==> config.mk <==
export PLATFORM = sky130hd
export DESIGN_NAME = scr_bank
export DESIGN_NICKNAME = d
export VERILOG_FILES = /design/src/common/scr_pkg.sv /design/src/verilog/scr_decode.sv /design/src/verilog/scr_bank.sv
export SDC_FILE = /design/constraint.sdc
export NUM_CORES = 1
export LEC_CHECK = 0
export BUFFER_PORTS_ARGS = -buffer_cell sky130_fd_sc_hd__buf_2
export CORE_UTILIZATION = 46
export CTS_CLUSTER_SIZE = 28
export DETAILED_ROUTE_END_ITERATION = 10
export GPL_TIMING_DRIVEN = 0
export PLACE_DENSITY_LB_ADDON = 0.12
export SYNTH_ARGS = -nofsm -noshare
export SYNTH_HDL_FRONTEND = slang
export SYNTH_HIERARCHICAL = 1
export SYNTH_SLANG_ARGS = --single-unit
export TNS_END_PERCENT = 5
==> constraint.sdc <==
create_clock -name clock -period 3.4 [get_ports clock]
set_clock_uncertainty 0.05 [all_clocks]
set_input_delay 0.34 -clock clock [delete_from_list [all_inputs] [get_ports clock]]
set_output_delay 0.34 -clock clock [all_outputs]
set_load 0.01 [all_outputs]
==> src/common/scr_pkg.sv <==
/*
  Package for the system control register bank: offsets, field positions,
  reset values and carrier structs.
  Assumes a byte-wide register space reached over a 32-bit Avalon-MM slave.
*/
package scr_pkg;

  // Printed offsets; not all multiples of four, so byte address = index * 4
  localparam logic [23:0] SCR_IDX_BUS_MODE = 24'h00FF00;
  localparam logic [23:0] SCR_IDX_STACK_PAGE = 24'h00FF01;
  localparam logic [23:0] SCR_IDX_CLK_VOLT = 24'h00FF02;
  localparam logic [23:0] SCR_IDX_DISP_CFG = 24'h00FF10;
  localparam int SCR_ADDR_W = 26;

  // Field positions
  localparam int SCR_CLK_SRC_BIT = 3;
  localparam int SCR_FAST_OSC_BIT = 2;
  localparam int SCR_VOLT_HI_BIT = 1;
  localparam int SCR_VOLT_LO_BIT = 0;
  localparam int SCR_FONT_BIT = 2;
  localparam int SCR_DUTY_BIT = 1;

  // Reset values
  localparam logic [7:0] SCR_RST_BUS_MODE = 8'h30;
  localparam logic [7:0] SCR_RST_STACK_PAGE = 8'h00;
  localparam logic [7:0] SCR_RST_CLK_VOLT = 8'h00;
  localparam logic [7:0] SCR_RST_DISP_CFG = 8'h00;
  localparam logic [7:0] SCR_DISP_CFG_MASK = 8'h1F;

  // Bus answer timing: one wait cycle before the access completes
  localparam int SCR_WAIT_CYCLES = 1;

  typedef enum logic [1:0] {
    SCR_VM_NORMAL,
    SCR_VM_LOW_POWER,
    SCR_VM_HIGH_SPEED
  } scr_volt_mode_e;

  typedef struct packed {
    logic cpu_clock_source_select;
    logic fast_oscillator_on;
    scr_volt_mode_e volt_mode;
  } scr_clock_ctl_s;

  typedef struct packed {
    logic character_font_select;
    logic drive_duty_select;
  } scr_display_ctl_s;

endpackage

==> src/verilog/scr_decode.sv <==
/*
  Address decoder for the register bank: maps a word address to a one-hot
  register select, flagging unmapped addresses.
  Assumes the word address is already stripped of byte-lane bits.
*/
`timescale 1ns/10ps
`default_nettype none

module scr_decode
  import scr_pkg::*;
(
  // Word address
  input wire logic [23:0] word_addr,
  // Register selects
  output logic [3:0] sel,
  output logic hit
);

  always_comb begin
    sel = 4'h0;
    unique case (word_addr)
      SCR_IDX_BUS_MODE: sel = 4'h1;
      SCR_IDX_STACK_PAGE: sel = 4'h2;
      SCR_IDX_CLK_VOLT: sel = 4'h4;
      SCR_IDX_DISP_CFG: sel = 4'h8;
      default: sel = 4'h0;
    endcase
    hit = |sel;
  end

endmodule
`default_nettype wire

==> src/verilog/scr_bank.sv <==
/*
  System control register bank: general-purpose bits, CPU clock source,
  fast oscillator enable, voltage mode and display font and duty.
  Assumes an Avalon-MM master on clock; one clock, synchronous reset.
*/
// The Avalon-MM slave port was chosen for this implementation.
// Function
// - Clock source bit D3: 1 runs CPU from fast, 0 slow; resets 0.
// - Fast oscillator run bit D2: 1 on, 0 off; resets 0.
// - Voltage mode: high bit set gives high speed, 01 low power, 00 normal.
// - Font bit D2 of display register: 1 five by five, 0 five by eight.
// - Duty bit D1: 1 gives 1/16 duty, 0 gives 1/32; resets 0.
// - Fixed 1/8 duty option makes the duty bit have no effect.
`timescale 1ns/10ps
`default_nettype none

module scr_bank
  import scr_pkg::*;
#(
  parameter bit FIXED_EIGHTH_DUTY = 1'b0,
  parameter int DATA_W = 32
) (
  // Clock and reset
  input wire logic clock,
  input wire logic reset,
  input wire logic clk_en,
  // Avalon-MM slave
  input wire logic [SCR_ADDR_W-1:0] avs_address,
  input wire logic avs_read,
  input wire logic avs_write,
  input wire logic [DATA_W-1:0] avs_writedata,
  input wire logic [DATA_W/8-1:0] avs_byteenable,
  output logic [DATA_W-1:0] avs_readdata,
  output logic avs_waitrequest,
  output logic [1:0] avs_response,
  // Control outputs
  output scr_clock_ctl_s clock_ctl,
  output scr_display_ctl_s display_ctl,
  output logic duty_eighth,
  output logic [7:0] bus_mode_bits,
  output logic [7:0] stack_page_bits
);

  if (DATA_W != 32) begin : g_width_check
    $error("scr_bank supports only 32-bit data");
  end

  ////////////////////////////////////////////////////////////////////////
  // Decode

  logic [3:0] sel;
  logic hit;

  scr_decode u_dec (
    .word_addr(avs_address[SCR_ADDR_W-1:2]),
    .sel(sel),
    .hit(hit)
  );

  ////////////////////////////////////////////////////////////////////////
  // Bus handshake: first cycle waits, second completes

  logic wait_done_q, wait_done_d;
  logic access;
  logic done;
  logic wr_en;

  assign access = avs_read | avs_write;
  // Completion only on an enabled edge, so a frozen cycle keeps waiting
  assign done = access & wait_done_q & clk_en;
  assign avs_waitrequest = access & ~done;
  assign wr_en = done & avs_write & avs_byteenable[0];

  always_comb begin
    wait_done_d = wait_done_q;
    if (clk_en) begin
      wait_done_d = access & ~wait_done_q;
    end
  end

  always_ff @(posedge clock) begin
    if (reset) begin
      wait_done_q <= 1'b0;
    end else begin
      wait_done_q <= wait_done_d;
    end
  end

  ////////////////////////////////////////////////////////////////////////
  // Register storage

  logic [7:0] regs_q [4];
  logic [7:0] regs_d [4];
  logic [7:0] rst_val [4];
  logic [7:0] wr_mask [4];

  assign rst_val[0] = SCR_RST_BUS_MODE;
  assign rst_val[1] = SCR_RST_STACK_PAGE;
  assign rst_val[2] = SCR_RST_CLK_VOLT;
  assign rst_val[3] = SCR_RST_DISP_CFG;
  assign wr_mask[0] = 8'hFF;
  assign wr_mask[1] = 8'hFF;
  assign wr_mask[2] = 8'hFF;
  assign wr_mask[3] = SCR_DISP_CFG_MASK;

  for (genvar i = 0; i < 4; i++) begin : g_reg
    always_comb begin
      regs_d[i] = regs_q[i];
      if (clk_en && wr_en && sel[i]) begin
        regs_d[i] = avs_writedata[7:0] & wr_mask[i];
      end
    end

    always_ff @(posedge clock) begin
      if (reset) begin
        regs_q[i] <= rst_val[i];
      end else begin
        regs_q[i] <= regs_d[i];
      end
    end
  end

  ////////////////////////////////////////////////////////////////////////
  // Read data and response

  logic [7:0] rd_byte;
  logic [DATA_W-1:0] readdata_q, readdata_d;
  logic [1:0] resp_q, resp_d;

  always_comb begin
    rd_byte = 8'h00;
    for (int k = 0; k < 4; k++) begin
      if (sel[k]) begin
        rd_byte = regs_q[k] & wr_mask[k];
      end
    end
  end

  always_comb begin
    readdata_d = readdata_q;
    resp_d = resp_q;
    if (clk_en && access && !wait_done_q) begin
      readdata_d = {24'h000000, rd_byte};
      resp_d = hit ? 2'h0 : 2'h3;
    end
  end

  always_ff @(posedge clock) begin
    if (reset) begin
      readdata_q <= '0;
      resp_q <= 2'h0;
    end else begin
      readdata_q <= readdata_d;
      resp_q <= resp_d;
    end
  end

  assign avs_readdata = readdata_q;
  assign avs_response = resp_q;

  ////////////////////////////////////////////////////////////////////////
  // Control decode

  logic [7:0] cv;
  logic [7:0] dc;
  assign cv = regs_q[2];
  assign dc = regs_q[3];

  assign clock_ctl.cpu_clock_source_select = cv[SCR_CLK_SRC_BIT];
  assign clock_ctl.fast_oscillator_on = cv[SCR_FAST_OSC_BIT];

  always_comb begin
    if (cv[SCR_VOLT_HI_BIT]) begin
      clock_ctl.volt_mode = SCR_VM_HIGH_SPEED;
    end else if (cv[SCR_VOLT_LO_BIT]) begin
      clock_ctl.volt_mode = SCR_VM_LOW_POWER;
    end else begin
      clock_ctl.volt_mode = SCR_VM_NORMAL;
    end
  end

  assign display_ctl.character_font_select = dc[SCR_FONT_BIT];
  // duty select, overridden by fixed option
  assign display_ctl.drive_duty_select = FIXED_EIGHTH_DUTY ? 1'b0 : dc[SCR_DUTY_BIT];
  assign duty_eighth = FIXED_EIGHTH_DUTY;
  assign bus_mode_bits = regs_q[0];
  assign stack_page_bits = regs_q[1];

  ////////////////////////////////////////////////////////////////////////
  // Assertions

  property p_clk_src;
    @(posedge clock) disable iff (reset)
      (wr_en && clk_en && sel[2]) |=> (clock_ctl.cpu_clock_source_select == $past(avs_writedata[3]));
  endproperty
  a_clk_src: assert property (p_clk_src) else $error("clock source not updated");

  property p_fast_osc;
    @(posedge clock) disable iff (reset)
      (wr_en && clk_en && sel[2]) |=> (clock_ctl.fast_oscillator_on == $past(avs_writedata[2]));
  endproperty
  a_fast_osc: assert property (p_fast_osc) else $error("fast oscillator bit wrong");

  property p_volt;
    @(posedge clock) disable iff (reset)
      cv[1] |-> clock_ctl.volt_mode == SCR_VM_HIGH_SPEED;
  endproperty
  a_volt: assert property (p_volt) else $error("voltage mode decode wrong");

  property p_font;
    @(posedge clock) disable iff (reset)
      (wr_en && clk_en && sel[3]) |=> (display_ctl.character_font_select == $past(avs_writedata[2]));
  endproperty
  a_font: assert property (p_font) else $error("font bit wrong");

  property p_duty;
    @(posedge clock) disable iff (reset)
      (!FIXED_EIGHTH_DUTY && wr_en && clk_en && sel[3])
        |=> (display_ctl.drive_duty_select == $past(avs_writedata[1]));
  endproperty
  a_duty: assert property (p_duty) else $error("duty bit wrong");

  property p_fixed;
    @(posedge clock) disable iff (reset)
      FIXED_EIGHTH_DUTY |-> !display_ctl.drive_duty_select;
  endproperty
  a_fixed: assert property (p_fixed) else $error("duty select active under fixed option");

  property p_unimpl;
    @(posedge clock) disable iff (reset)
      (done && avs_read && sel[3]) |-> avs_readdata[7:5] == 3'h0;
  endproperty
  a_unimpl: assert property (p_unimpl) else $error("unimplemented bits read nonzero");

  property p_wait;
    @(posedge clock) disable iff (reset)
      (access && !wait_done_q && clk_en) |=> (!(access && clk_en) || !avs_waitrequest);
  endproperty
  a_wait: assert property (p_wait) else $error("waitrequest held too long");

endmodule
`default_nettype wire

* Yosys cells after proc, flatten, opt, wreduce, memory -nomap -nowiden
Memory sizes are Yosys's and may differ from the RTL's. Cells that the tools add are included.
Operators by class: equality and inequality tests 4, mux-type cells 19, bitwise gates (word level) 13, reductions and logical operators 9
Operators with widths (number):
- equality test 24 x 16 -> 1 bit (second input constant) | 4
- 2-to-1 mux 8 bit | 12
- case mux 4 bit (4 select lines) | 1
- logical AND 1 bit | 7
- bitwise AND 1 bit | 6
- bitwise OR 1 bit | 5
- 2-to-1 mux 1 bit | 4
- 2-to-1 mux 2 bit | 2
- OR reduction 4 bit | 1
- inverter 1 bit | 2
- zero test 1 bit | 1
Storage, ports and cells: register bits after elaboration 11, RAM bits 32, input port bits 67, output and inout port bits 58, memories kept 1
Memory list:
- regs_q | depth 4, width 8, read ports 4, clocked after Yosys merged registers in 0, wr ports 4, RTL line scr_bank.sv:92 | logic [7:0] regs_q [4];

* Logic depth before layout (Yosys ltp)
Gate-level depths: netlist of run 1.
depth after elaboration 9, depth in mapped cells 9, mapped depth without buffers 7

* By module
Netlist of run 1, hierarchy kept.
Modules (own cells, without submodules):
- scr_bank | instances 1, cells each 236, area an instance 1855.5 um2
- scr_decode | instances 1, cells each 20, area an instance 160.2 um2

* Worst setup path before layout of run 1
Ideal clock, no wire load.
path type input-to-reg, start input port avs_address[18], end memory regs_q[2][0], in the netlist regs_q[1][0], arrival time 2.168 ns, required time 3.218 ns, path slack 1.049 ns, cell stages on the path 8, path buffers 2, cells stage by stage nor4b_2 > nand4_1 > nor3_1 > clkbuf_1 > clkbuf_1 > nand2_1 > nand2_1 > a21oi_1
RTL lines:
- start, declared | RTL line scr_bank.sv:28 | input wire logic [SCR_ADDR_W-1:0] avs_address,
- end, declared | RTL line scr_bank.sv:92

==> results of run 1 <==
[cell families after synthesis]
group,Yosys count
AO/OA/AOI/OAI,49
buffers and inverters,50
flip-flops,39
other,1
AND/OR/NAND/NOR,117
[tightest hold or removal path, cell delays in order]
cell	delay [ps]
buf_2	110
nand3_1	60
a21oi_1	50
[state kept, by name (all words and copies together), names as in the netlist]
signal and count:
regs_q 29, avs_readdata 8, avs_response 1, wait_done_q 1
[power by group]
group          internal, mW  switching, mW
logic                0.0535         0.0588
clock network         0.144          0.158
registers             0.463        0.00342
[worst paths after layout]
path,cells after the start,from,to
setup reg to reg,6,wait_done_q,regs_q[1][9]
setup / recovery,9,avs_address[18],regs_q[1][2]
hold / removal,3,avs_writedata[6],regs_q[1][6]
hold reg to reg,2,avs_readdata[5],avs_readdata[5]
[layout make-up]
class | instances | area, sq um | share of cell area [%]
timing repair buffer | 69 | 345.3 | 13.31
inverter | 1 | 3.754 | 0.1446
multi-input combinational | 191 | 1017 | 39.20
tap | 50 | 62.56 | 2.411
clock buffer | 7 | 76.32 | 2.941
sequential | 39 | 780.7 | 30.09
buffer | 49 | 304.0 | 11.72
clock inverter | 1 | 5.005 | 0.1929
[metal layers]
layer / vias to the layer above / routed length (um)
met1: 920 / 2230
met5: - / 0
li1: 1042 / -
met4: 0 / 84
met3: 7 / 387
met2: 87 / 2500
[placed cells by master, fill, tap and decap left out, types with 2 or more instances in the layout]
cell type	count
a211oi_1	2
a21oi_1	34
a221oi_1	7
and4_1	2
buf_2	72
buf_4	31
clkbuf_1	16
clkbuf_8	5
conb_1	25
dfxtp_1	39
nand2_1	42
nand2b_1	2
nand3_1	29
nand3b_1	2
nor2_1	13
nor2b_1	8
nor3_1	8
nor4b_2	2
o311a_1	4
or4_1	3
==> results by group, run 1 <==
Placed design
  • Setup Slack @ Placement: 202.4 ps
  • Dpl cells: ~400
  • Placed standard-cell area: 0.002514 sq mm
  • DP Wirelength: between 3000 and 4000 um
  • Global placer's final weighted congestion: around 0.86
  • Port Buf Inserts: 69

Worst setup path
  • Worst Path Buf+Inv: 3
  • Required time of the critical path: 3510 ps
  • Largest fanout on the critical path: 10
  • Max stage delay on crit path: about 630 ps
  • Arr. time, crit path: 3050 ps
  • Reg2Reg Setup Slack: 1610 ps
  • CP Capture Type: register
  • WS Path Type: primary input to register
  • CP cell instances: buf_2 > nor4b_2 > nand4_1 > nor3_1 > clkbuf_1 > clkbuf_1 > nand2_1 > nand2_1 > a21oi_1
  • Worst Setup Start Kind: primary input
  • CP delay by family, top: simple AND/OR/NAND/NOR gates
  • Slowest CP cell: nor3_1

Yosys
  • Share of the yosys chip area belonging to registers: approximately two fifths
  • Post-synth EDFFs: 0
  • Adder-cell share of the synthesized area: 0%
  • XOR/XNOR share of the synthesized area: 0%
  • Most common cell in the netlist: nand2_1
  • Compound-Gate Fraction of Synth Area: 15.08%
  • Synth top area cells: dfxtp_1 (39%), buf_4 (12%), a21oi_1 (8.4%), nand2_1 (7.8%), nand3_1 (7.2%)
  • Post-synth ARST share: 0%
  • Cells after Synth: 256
  • Commonest cells post-synth: nand2_1 (42), dfxtp_1 (39), a21oi_1 (34)
  • Synth warnings: 6
  • Post-synthesis mux area share: 0%
  • Mapped Area: between 0.002 and 0.0025 sq mm
  • Most common flop cell mapped by yosys: dfxtp_1
  • Cell variety after synth: 29
  • Post-synthesis simple-gate area fraction: a little under a third
  • Yosys top cell area share: 38.73%
  • Largest family of logic cells by synthesized area: simple AND/OR/NAND/NOR gates
  • Syn_area_per_cell: around 8 sq um
  • Yosys top cell by area: dfxtp_1
  • Synthesis-stage register bit count: 39

Global routing
  • Met3 Track Usage GR: 6.000%
  • Initial antenna violation count: 0
  • Met2 Usage GRT: 42.52%
  • Total gr overflow: 0
  • Vias in the first global route: around 1900
  • Met1 Track Usage GR: between 20% and 30%
  • First-pass GRT wire length: roughly 8300 um
  • Largest net degree at the start of global routing: 12
  • Gr busiest metal: met2
  • Total Routing Usage GR: 24.73%

Routing
  • Final WL: 5202 um
  • Residual DRC: 0
  • Initial DRC Count: 103
  • Antenna Nets Post-Route: 0
  • Wire per inst: 12.78 um
  • Vias/cell: a little over 5
  • First-pass DRT Iterations: 4
  • Total number of vias: 2056

Die
  • DIE AREA: ~0.0047 sq mm
  • # IOs: around 130
  • Core Footprint: about 0.0041 sq mm
  • Site Rows: 23
  • Die span in y: between 60 and 70 um
  • Initial core utilization: 48.98%
  • Die Wd: 68.20 um

Power and ir drop
  • P per Cell Area: about 340 mW/mm^2
  • Total power: 0.8802 mW
  • Cell leakage power: ~1.2 nW
  • Worst vdd ir: 0.2181 mV

CTS
  • CTS Root Cell: clkbuf_8
  • Clock buffer depth: 2
  • CTS resizes: 0
  • CTS Buf Count: 5
  • CTS tree: built
  • Hold_buf cts: 0
  • Clk sink count: 39
  • Post-CTS Setup Bufs: 0
  • Clk_lat worst skew: 290 ps
  • Clock slew at reported path FFs: 70 ps
  • H-tree levels: 2

Finish
  • Layout Area Growth over Synthesis: 28.74%
  • Fillcell total: 418
  • Layout cells sized above 1: 31.93%
  • Layout Nets: 423
  • Antenna diode count: 0
  • Final core utilization: a little over three fifths
  • Post-route cell area: approximately 0.0026 sq mm
  • Non-filler cells, final: between 400 and 500

Job
  • Max-capacitance violation count: 0

STA
  • Endpoints failing setup: 0
  • Worst-Margin Slew: 660.3 ps
  • Hold slack: ~260 ps
  • RSZ-0062 raised after global routing: false
  • Slew margin rel.: 55.64%
  • Slew Limit Fails: 0
  • Fin. Hold Viols: 0
  • Total negative slack: 0 ps
  • Final Cycle Share: 86.48%
  • Max Freq: 340.1 MHz
  • Final worst setup slack: 459.7 ps
  • Tmin final: ~3000 ps

Min path
  • HP Class: primary input to register

Outcome
  • Status: complete, no violations
Power figures use the tool's default switching activity.
==> run 2, diff against run 1 <==
Settings changed: CORE_MARGIN set to 2.
==> run 2 against run 1 <==
  * First-iteration DRC count up 64%
  * Largest cell class unchanged
  * Sequential power about the same
  * Sequential share of layout area down 0.10 points
  * Via count up 2.4%
  * Non-clock buffer count unchanged
  * Critical path depth unchanged
  * Routed wire length up 3.5%
  * Die area up 6.0%
  * Clock power up 6%
  * Register-to-register slack worse by 70 ps
  * Core utilization down 2.4 points
  * Largest power group unchanged
==> results by group, run 2 (same netlist as run 1, synthesis figures left out) <==
Die
  • # IOs: 125 (unchanged)
  • DIE AREA: 0.004927 sq mm (was 0.004651 sq mm)
  • Initial core utilization: 46.94% (was 48.98%)
  • Core Footprint: 0.004294 sq mm (was 0.004115 sq mm)
  • Die Wd: 70.20 um (was 68.20 um)
  • Site Rows: 24 (was 23)
  • Die span in y: 70.20 um (was 68.20 um)

STA
  • Slew margin rel.: 49.30% (was 55.64%)
  • Total negative slack: 0 ps (unchanged)
  • Fin. Hold Viols: 0 (unchanged)
  • Endpoints failing setup: 0 (unchanged)
  • Final worst setup slack: 330.3 ps (was 459.7 ps)
  • Final Cycle Share: 90.29% (was 86.48%)
  • Worst-Margin Slew: 754.7 ps (was 660.3 ps)
  • Slew Limit Fails: 0 (unchanged)
  • RSZ-0062 raised after global routing: false (unchanged)
  • Max Freq: 325.8 MHz (was 340.1 MHz)
  • Tmin final: 3070 ps (was 2940 ps)

CTS
  • Hold_buf cts: 0 (unchanged)
  • Clk sink count: 39 (unchanged)
  • Clk_lat worst skew: 290 ps (about the same)
  • CTS tree: built (unchanged)
  • Post-CTS Setup Bufs: 0 (unchanged)
  • CTS Buf Count: 5 (unchanged)
  • Clock buffer depth: 2 (unchanged)
  • CTS Root Cell: clkbuf_8 (unchanged)
  • H-tree levels: 2 (unchanged)
  • CTS resizes: 0 (unchanged)
  • Clock slew at reported path FFs: 80 ps (was 70 ps)

Finish
  • Multi-input gate area: 0.001017 sq mm (unchanged)
  • Largest register FFs: 29 (unchanged)
  • Post-route cell area: 0.002604 sq mm (was 0.002595 sq mm)
  • Layout Area Growth over Synthesis: 29.17% (was 28.74%)
  • Antenna diode count: 0 (unchanged)
  • Non-filler cells, final: 408 (was 407)
  • Layout cells sized above 1: 32.30% (was 31.93%)
  • Register area: 780.7 sq um (unchanged)
  • Fillcell total: 430 (was 418)
  • Most frequent cells in the layout: buf_2 (72), nand2_1 (42), dfxtp_1 (39) (unchanged)
  • Most flop-heavy register: regs_q (unchanged)
  • Commonest non-fill, non-tap cell in the layout: buf_2 (unchanged)
  • Layout Nets: 423 (unchanged)

Placed design
  • DP Wirelength: 3844 um (was 3795 um)
  • Port Buf Inserts: 69 (unchanged)
  • Placed standard-cell area: 0.002516 sq mm (was 0.002514 sq mm)
  • Dpl cells: 401 (was 399)
  • Global placer's final weighted congestion: 0.8325 (was 0.8589)
  • Setup Slack @ Placement: 108.7 ps (was 202.4 ps)

Outcome
  • Status: complete, no violations (unchanged)

Job
  • Max-capacitance violation count: 0 (unchanged)

Global routing
  • Total Routing Usage GR: 21.66% (was 24.73%)
  • Largest net degree at the start of global routing: 12 (unchanged)
  • Total gr overflow: 0 (unchanged)
  • Vias in the first global route: 1740 (was 1851)
  • Initial antenna violation count: 0 (unchanged)
  • First-pass GRT wire length: 8362 um (was 8328 um)

Worst setup path
  • Largest fanout on the critical path: 10 (unchanged)
  • Slowest CP cell: nor3_1 (unchanged)
  • Worst Setup Start Kind: primary input (unchanged)
  • CP cell instances: buf_2 > nor4b_2 > nand4_1 > nor3_1 > clkbuf_1 > clkbuf_1 > nand2_1 > nand2_1 > a21oi_1 (unchanged)
  • WS Path Type: primary input to register (unchanged)
  • Worst Path Buf+Inv: 3 (unchanged)
  • Max stage delay on crit path: 700 ps (was 630 ps)
  • Required time of the critical path: 3520 ps (was 3510 ps)
  • CP Capture Type: register (unchanged)
  • CP delay by family, top: simple AND/OR/NAND/NOR gates (unchanged)
  • Arr. time, crit path: 3190 ps (was 3050 ps)

Routing
  • Antenna Nets Post-Route: 0 (unchanged)
  • Final WL: 5385 um (was 5202 um)
  • First-pass DRT Iterations: 4 (unchanged)
  • Total number of vias: 2106 (was 2056)
  • Vias/cell: 5.162 (was 5.052)
  • Residual DRC: 0 (unchanged)
  • Initial DRC Count: 169 (was 103)
  • Wire per inst: 13.20 um (was 12.78 um)

Power and ir drop
  • Worst vdd ir: 0.3006 mV (was 0.2181 mV)
  • P per Cell Area: 344.9 mW/mm^2 (was 339.2 mW/mm^2)
  • Total power: 0.8980 mW (was 0.8802 mW)
  • Cell leakage power: 1.160 nW (was 1.155 nW)

Min path
  • HP Class: primary input to register (unchanged)
## run 2: path summary, 6_finish.rpt
check	from	endpoint	slack [ps]	cells past startpoint
max	avs_address[18]	regs_q[1][1]	330	9
min	avs_writedata[6]	regs_q[0][6]	270	3
max reg2reg	wait_done_q	regs_q[1][11]	1540	6
min reg2reg	avs_readdata[5]	avs_readdata[5]	400	2
## run 2: layout make-up
class                   count  share of cell area [%]
well taps                  52                   2.499
repair buffers             69                   13.26
inverters                   1                  0.1442
clock buffers               6                   3.172
multi-input cells         191                   39.07
flip-flops and latches     39                   29.99
plain buffers              49                   11.68
clock inverters             1                  0.1922
## run 2: per-stage QoR
step / hold slack [ps] / util (%)
final: 265.5 / 60.64
after global routing: 260.6 / 60.64
after CTS: 263.7 / 60.64
after detailed placement: 395.7 / 58.60
after global placement: 393.0 / 58.60
after floorplan: 386.3 / -
## run 2: where the power goes
part           total (mW)  leakage (nW)  switching, mW  internal (mW)
logic               0.112         0.797         0.0582         0.0535
registers           0.466         0.315        0.00332          0.463
clock network       0.320        0.0470          0.161          0.159
## run 2: worst reg2reg max path, cell delays in order, from the launching register on
cell	delay, ps
dfxtp_1	380
and4_1	200
clkbuf_1	190
clkbuf_1	450
nand2_1	260
nand2_1	120
a21oi_1	70
## run 2: layer usage
| metal | vias up | part of all wire [%] | track usage [%] |
|---|---|---|---|
| li1 | 1034 | - | - |
| met1 | 967 | 43 | 28.04 |
| met2 | 96 | 47 | 34.92 |
| met3 | 9 | 8.9 | 6.494 |
| met4 | 0 | 1.7 | 6.410 |
| met5 | - | 0 | 0 |
==> run 3, diff against run 2 <==
Settings changed: ABC_AREA set to 1, CORE_UTILIZATION 46 to 48, CTS_BUF_LIST set to sky130_fd_sc_hd__clkbuf_16.
==> run 3 against run 2 <==
  * Combinational power grew 7%
  * Hold slack gained 42 ps
  * Die area increased by 4.5%
  * Synthesized cell count rose by 33%
  * Flip-flop and latch count is the same
  * Total power rose by 13%
  * Global-route usage increased by 1.2 points
  * Register-to-register slack gained 530 ps
  * Synthesized area increased by 9.4%
  * First-iteration DRC count decreased by 11%
  * Critical path type unchanged
  * Highest routed layer unchanged
==> results by group, run 3 <==
STA
  • Fin. Hold Viols: 0 (unchanged)
  • Worst-Margin Slew: 535.8 ps (was 754.7 ps)
  • Total negative slack: 0 ps (unchanged)
  • Final worst setup slack: 1574 ps (was 330.3 ps)
  • Final Cycle Share: 53.71% (was 90.29%)
  • Tmin final: 1826 ps (was 3070 ps)
  • Slew Limit Fails: 0 (unchanged)
  • Max Freq: 547.6 MHz (was 325.8 MHz)
  • Endpoints failing setup: 0 (unchanged)
  • RSZ-0062 raised after global routing: false (unchanged)
  • Slew margin rel.: 64.28% (was 49.30%)

Worst setup path
  • Slowest CP cell: clkinv_1 (was nor3_1)
  • CP Capture Type: register (unchanged)
  • Worst Setup Start Kind: primary input (unchanged)
  • Largest fanout on the critical path: 10 (unchanged)
  • Arr. time, crit path: 1910 ps (was 3190 ps)
  • Cell seen most often among critical-path stages: nand2_1
  • Required time of the critical path: 3490 ps (was 3520 ps)
  • CP cell instances: buf_2 > inv_1 > nand2_1 > nor2_1 > nand2_1 > nor2_2 > inv_2 > nor2_1 > buf_2 > clkinv_1 > nand3_1 > nand2_1 > nand2_1 > a21oi_1 (was buf_2 > nor4b_2 > nand4_1 > nor3_1 > clkbuf_1 > clkbuf_1 > nand2_1 > nand2_1 > a21oi_1)
  • WS Path Type: primary input to register (unchanged)
  • Max stage delay on crit path: 300 ps (was 700 ps)

Placed design
  • Setup Slack @ Placement: 1314 ps (was 108.7 ps)
  • Dpl cells: 485 (was 401)
  • Placed standard-cell area: 0.002705 sq mm (was 0.002516 sq mm)
  • DP Wirelength: 4184 um (was 3844 um)
  • Port Buf Inserts: 69 (unchanged)
  • Global placer's final weighted congestion: 0.8690 (was 0.8325)

Finish
  • Non-filler cells, final: 492 (was 408)
  • Post-route cell area: 0.002839 sq mm (was 0.002604 sq mm)
  • Antenna diode count: 0 (unchanged)
  • Fillcell total: 419 (was 430)
  • Layout Nets: 507 (was 423)
  • Most flop-heavy register: regs_q (unchanged)
  • Commonest non-fill, non-tap cell in the layout: nand2_1 (was buf_2)
  • Most frequent cells in the layout: nand2_1 (103), buf_2 (76), nand3_1 (46) (was buf_2 (72), nand2_1 (42), dfxtp_1 (39))
  • Largest register FFs: 29 (unchanged)
  • Layout cells sized above 1: 27.95% (was 32.30%)
  • Layout Area Growth over Synthesis: 28.77% (was 29.17%)
  • Multi-input gate area: 0.001066 sq mm (was 0.001017 sq mm)
  • Register area: 780.7 sq um (unchanged)

CTS
  • CTS tree: built (unchanged)
  • Clock slew at reported path FFs: 50 ps (was 80 ps)
  • Clk sink count: 39 (unchanged)
  • CTS Root Cell: clkbuf_16 (was clkbuf_8)
  • Hold_buf cts: 0 (unchanged)
  • Post-CTS Setup Bufs: 0 (unchanged)
  • CTS Buf Count: 5 (unchanged)
  • H-tree levels: 2 (unchanged)
  • Clk_lat worst skew: 280 ps (was 290 ps)
  • CTS resizes: 0 (unchanged)
  • Clock buffer depth: 2 (unchanged)

Yosys
  • Post-synth EDFFs: 0 (unchanged)
  • Post-synth ARST share: 0% (unchanged)
  • Commonest cells post-synth: nand2_1 (103), nand3_1 (46), a21oi_1 (39), dfxtp_1 (39), inv_1 (32) (was nand2_1 (42), dfxtp_1 (39), a21oi_1 (34))
  • Syn_area_per_cell: 6.484 sq um (was 7.874 sq um)
  • Mapped Area: 0.002205 sq mm (was 0.002016 sq mm)
  • Most common cell in the netlist: nand2_1 (unchanged)
  • Synth top area cells: dfxtp_1 (35%), nand2_1 (18%), buf_4 (11%), nand3_1 (10%), a21oi_1 (8.9%) (was dfxtp_1 (39%), buf_4 (12%), a21oi_1 (8.4%), nand2_1 (7.8%), nand3_1 (7.2%))
  • Yosys top cell area share: 35.41% (was 38.73%)
  • Share of the yosys chip area belonging to registers: 35.41% (was 38.73%)
  • Cell variety after synth: 23 (was 29)
  • Yosys top cell by area: dfxtp_1 (unchanged)
  • Synth warnings: 6 (unchanged)
  • Synthesis-stage register bit count: 39 (unchanged)
  • Most common flop cell mapped by yosys: dfxtp_1 (unchanged)
  • Cells after Synth: 340 (was 256)

Routing
  • Initial DRC Count: 151 (was 169)
  • Residual DRC: 0 (unchanged)
  • Wire per inst: 11.60 um (was 13.20 um)
  • Total number of vias: 2416 (was 2106)
  • First-pass DRT Iterations: 7 (was 4)
  • Final WL: 5705 um (was 5385 um)
  • Vias/cell: 4.911 (was 5.162)
  • Antenna Nets Post-Route: 0 (unchanged)

Global routing
  • Vias in the first global route: 2114 (was 1740)
  • Initial antenna violation count: 0 (unchanged)
  • Met3 Track Usage GR: 4.501% (was 6.494%)
  • First-pass GRT wire length: 9418 um (was 8362 um)
  • Total Routing Usage GR: 22.82% (was 21.66%)
  • Met1 Track Usage GR: 30.43% (was 28.04%)
  • Met2 Usage GRT: 38.68% (was 34.92%)
  • Gr busiest metal: met2 (unchanged)
  • Total gr overflow: 0 (unchanged)
  • Largest net degree at the start of global routing: 12 (unchanged)

Die
  • Core Footprint: 0.004384 sq mm (was 0.004294 sq mm)
  • Die Wd: 71.77 um (was 70.20 um)
  • Site Rows: 24 (unchanged)
  • # IOs: 125 (unchanged)
  • DIE AREA: 0.005151 sq mm (was 0.004927 sq mm)
  • Initial core utilization: 50.29% (was 46.94%)
  • Die span in y: 71.77 um (was 70.20 um)

Power and ir drop
  • Worst vdd ir: 0.3735 mV (was 0.3006 mV)
  • Cell leakage power: 1.421 nW (was 1.160 nW)
  • P per Cell Area: 359.0 mW/mm^2 (was 344.9 mW/mm^2)

Outcome
  • Status: complete, no violations (unchanged)

Min path
  • HP Class: primary input to register (unchanged)

Job
  • Max-capacitance violation count: 0 (unchanged)
run 3: stage by stage:
stage | power, mW | util (%) | hold slack (ps)
2_1_floorplan | 0.5522 | - | 389.7
3_3_place_gp | 0.5932 | 61.70 | 398.2
3_5_place_dp | 0.5951 | 61.70 | 404.2
4_1_cts | 1.025 | 64.75 | 309.1
5_1_grt | 1.052 | 64.75 | 326.3
6_report | 1.019 | 64.75 | 307.2
run 3: path summary, 6_finish.rpt:
| kind | slack [ps] | from | to | cells past startpoint |
|---|---|---|---|---|
| min reg2reg | 410 | avs_readdata[7] | avs_readdata[7] | 2 |
| min | 310 | avs_writedata[5] | regs_q[0][5] | 3 |
| max | 1570 | avs_address[18] | avs_readdata[3] | 14 |
| max reg2reg | 2070 | wait_done_q | regs_q[0][4] | 5 |
run 3: kinds of logic after synthesis:
| kind of cell | count (synthesis) | share of synthesized area, % |
|---|---|---|
| AND/OR/NAND/NOR | 178 | 34.45 |
| buffers and inverters | 80 | 20.32 |
| AO/OA/AOI/OAI | 42 | 9.648 |
| flip-flops | 39 | 35.41 |
| other | 1 | 0.1701 |
run 3: area by class of cell:
| class | count | share of cell area [%] |
|---|---|---|
| multi-input cells | 245 | 37.55 |
| inverters | 34 | 4.495 |
| flip-flops and latches | 39 | 27.50 |
| repair buffers | 69 | 12.16 |
| plain buffers | 46 | 11.28 |
| well taps | 52 | 2.292 |
| clock inverters | 2 | 0.3085 |
| clock buffers | 5 | 4.407 |
run 3: power by group:
part	switching [mW]	internal (mW)	total (mW)
logic	0.0663	0.0540	0.120
clock network	0.169	0.263	0.432
registers	0.00296	0.463	0.466
run 3: critical path, delay by kind of cell:
kind,cells,cell delay (ps)
AO/OA/AOI/OAI,1,60
buffers and inverters,5,680
AND/OR/NAND/NOR,8,830
run 3: layer usage:
layer / up-vias / share of wire [%]
met2: 118 / 47
met4: 0 / 0.74
met1: 1075 / 43
met5: - / 0
li1: 1215 / -
met3: 8 / 9.7
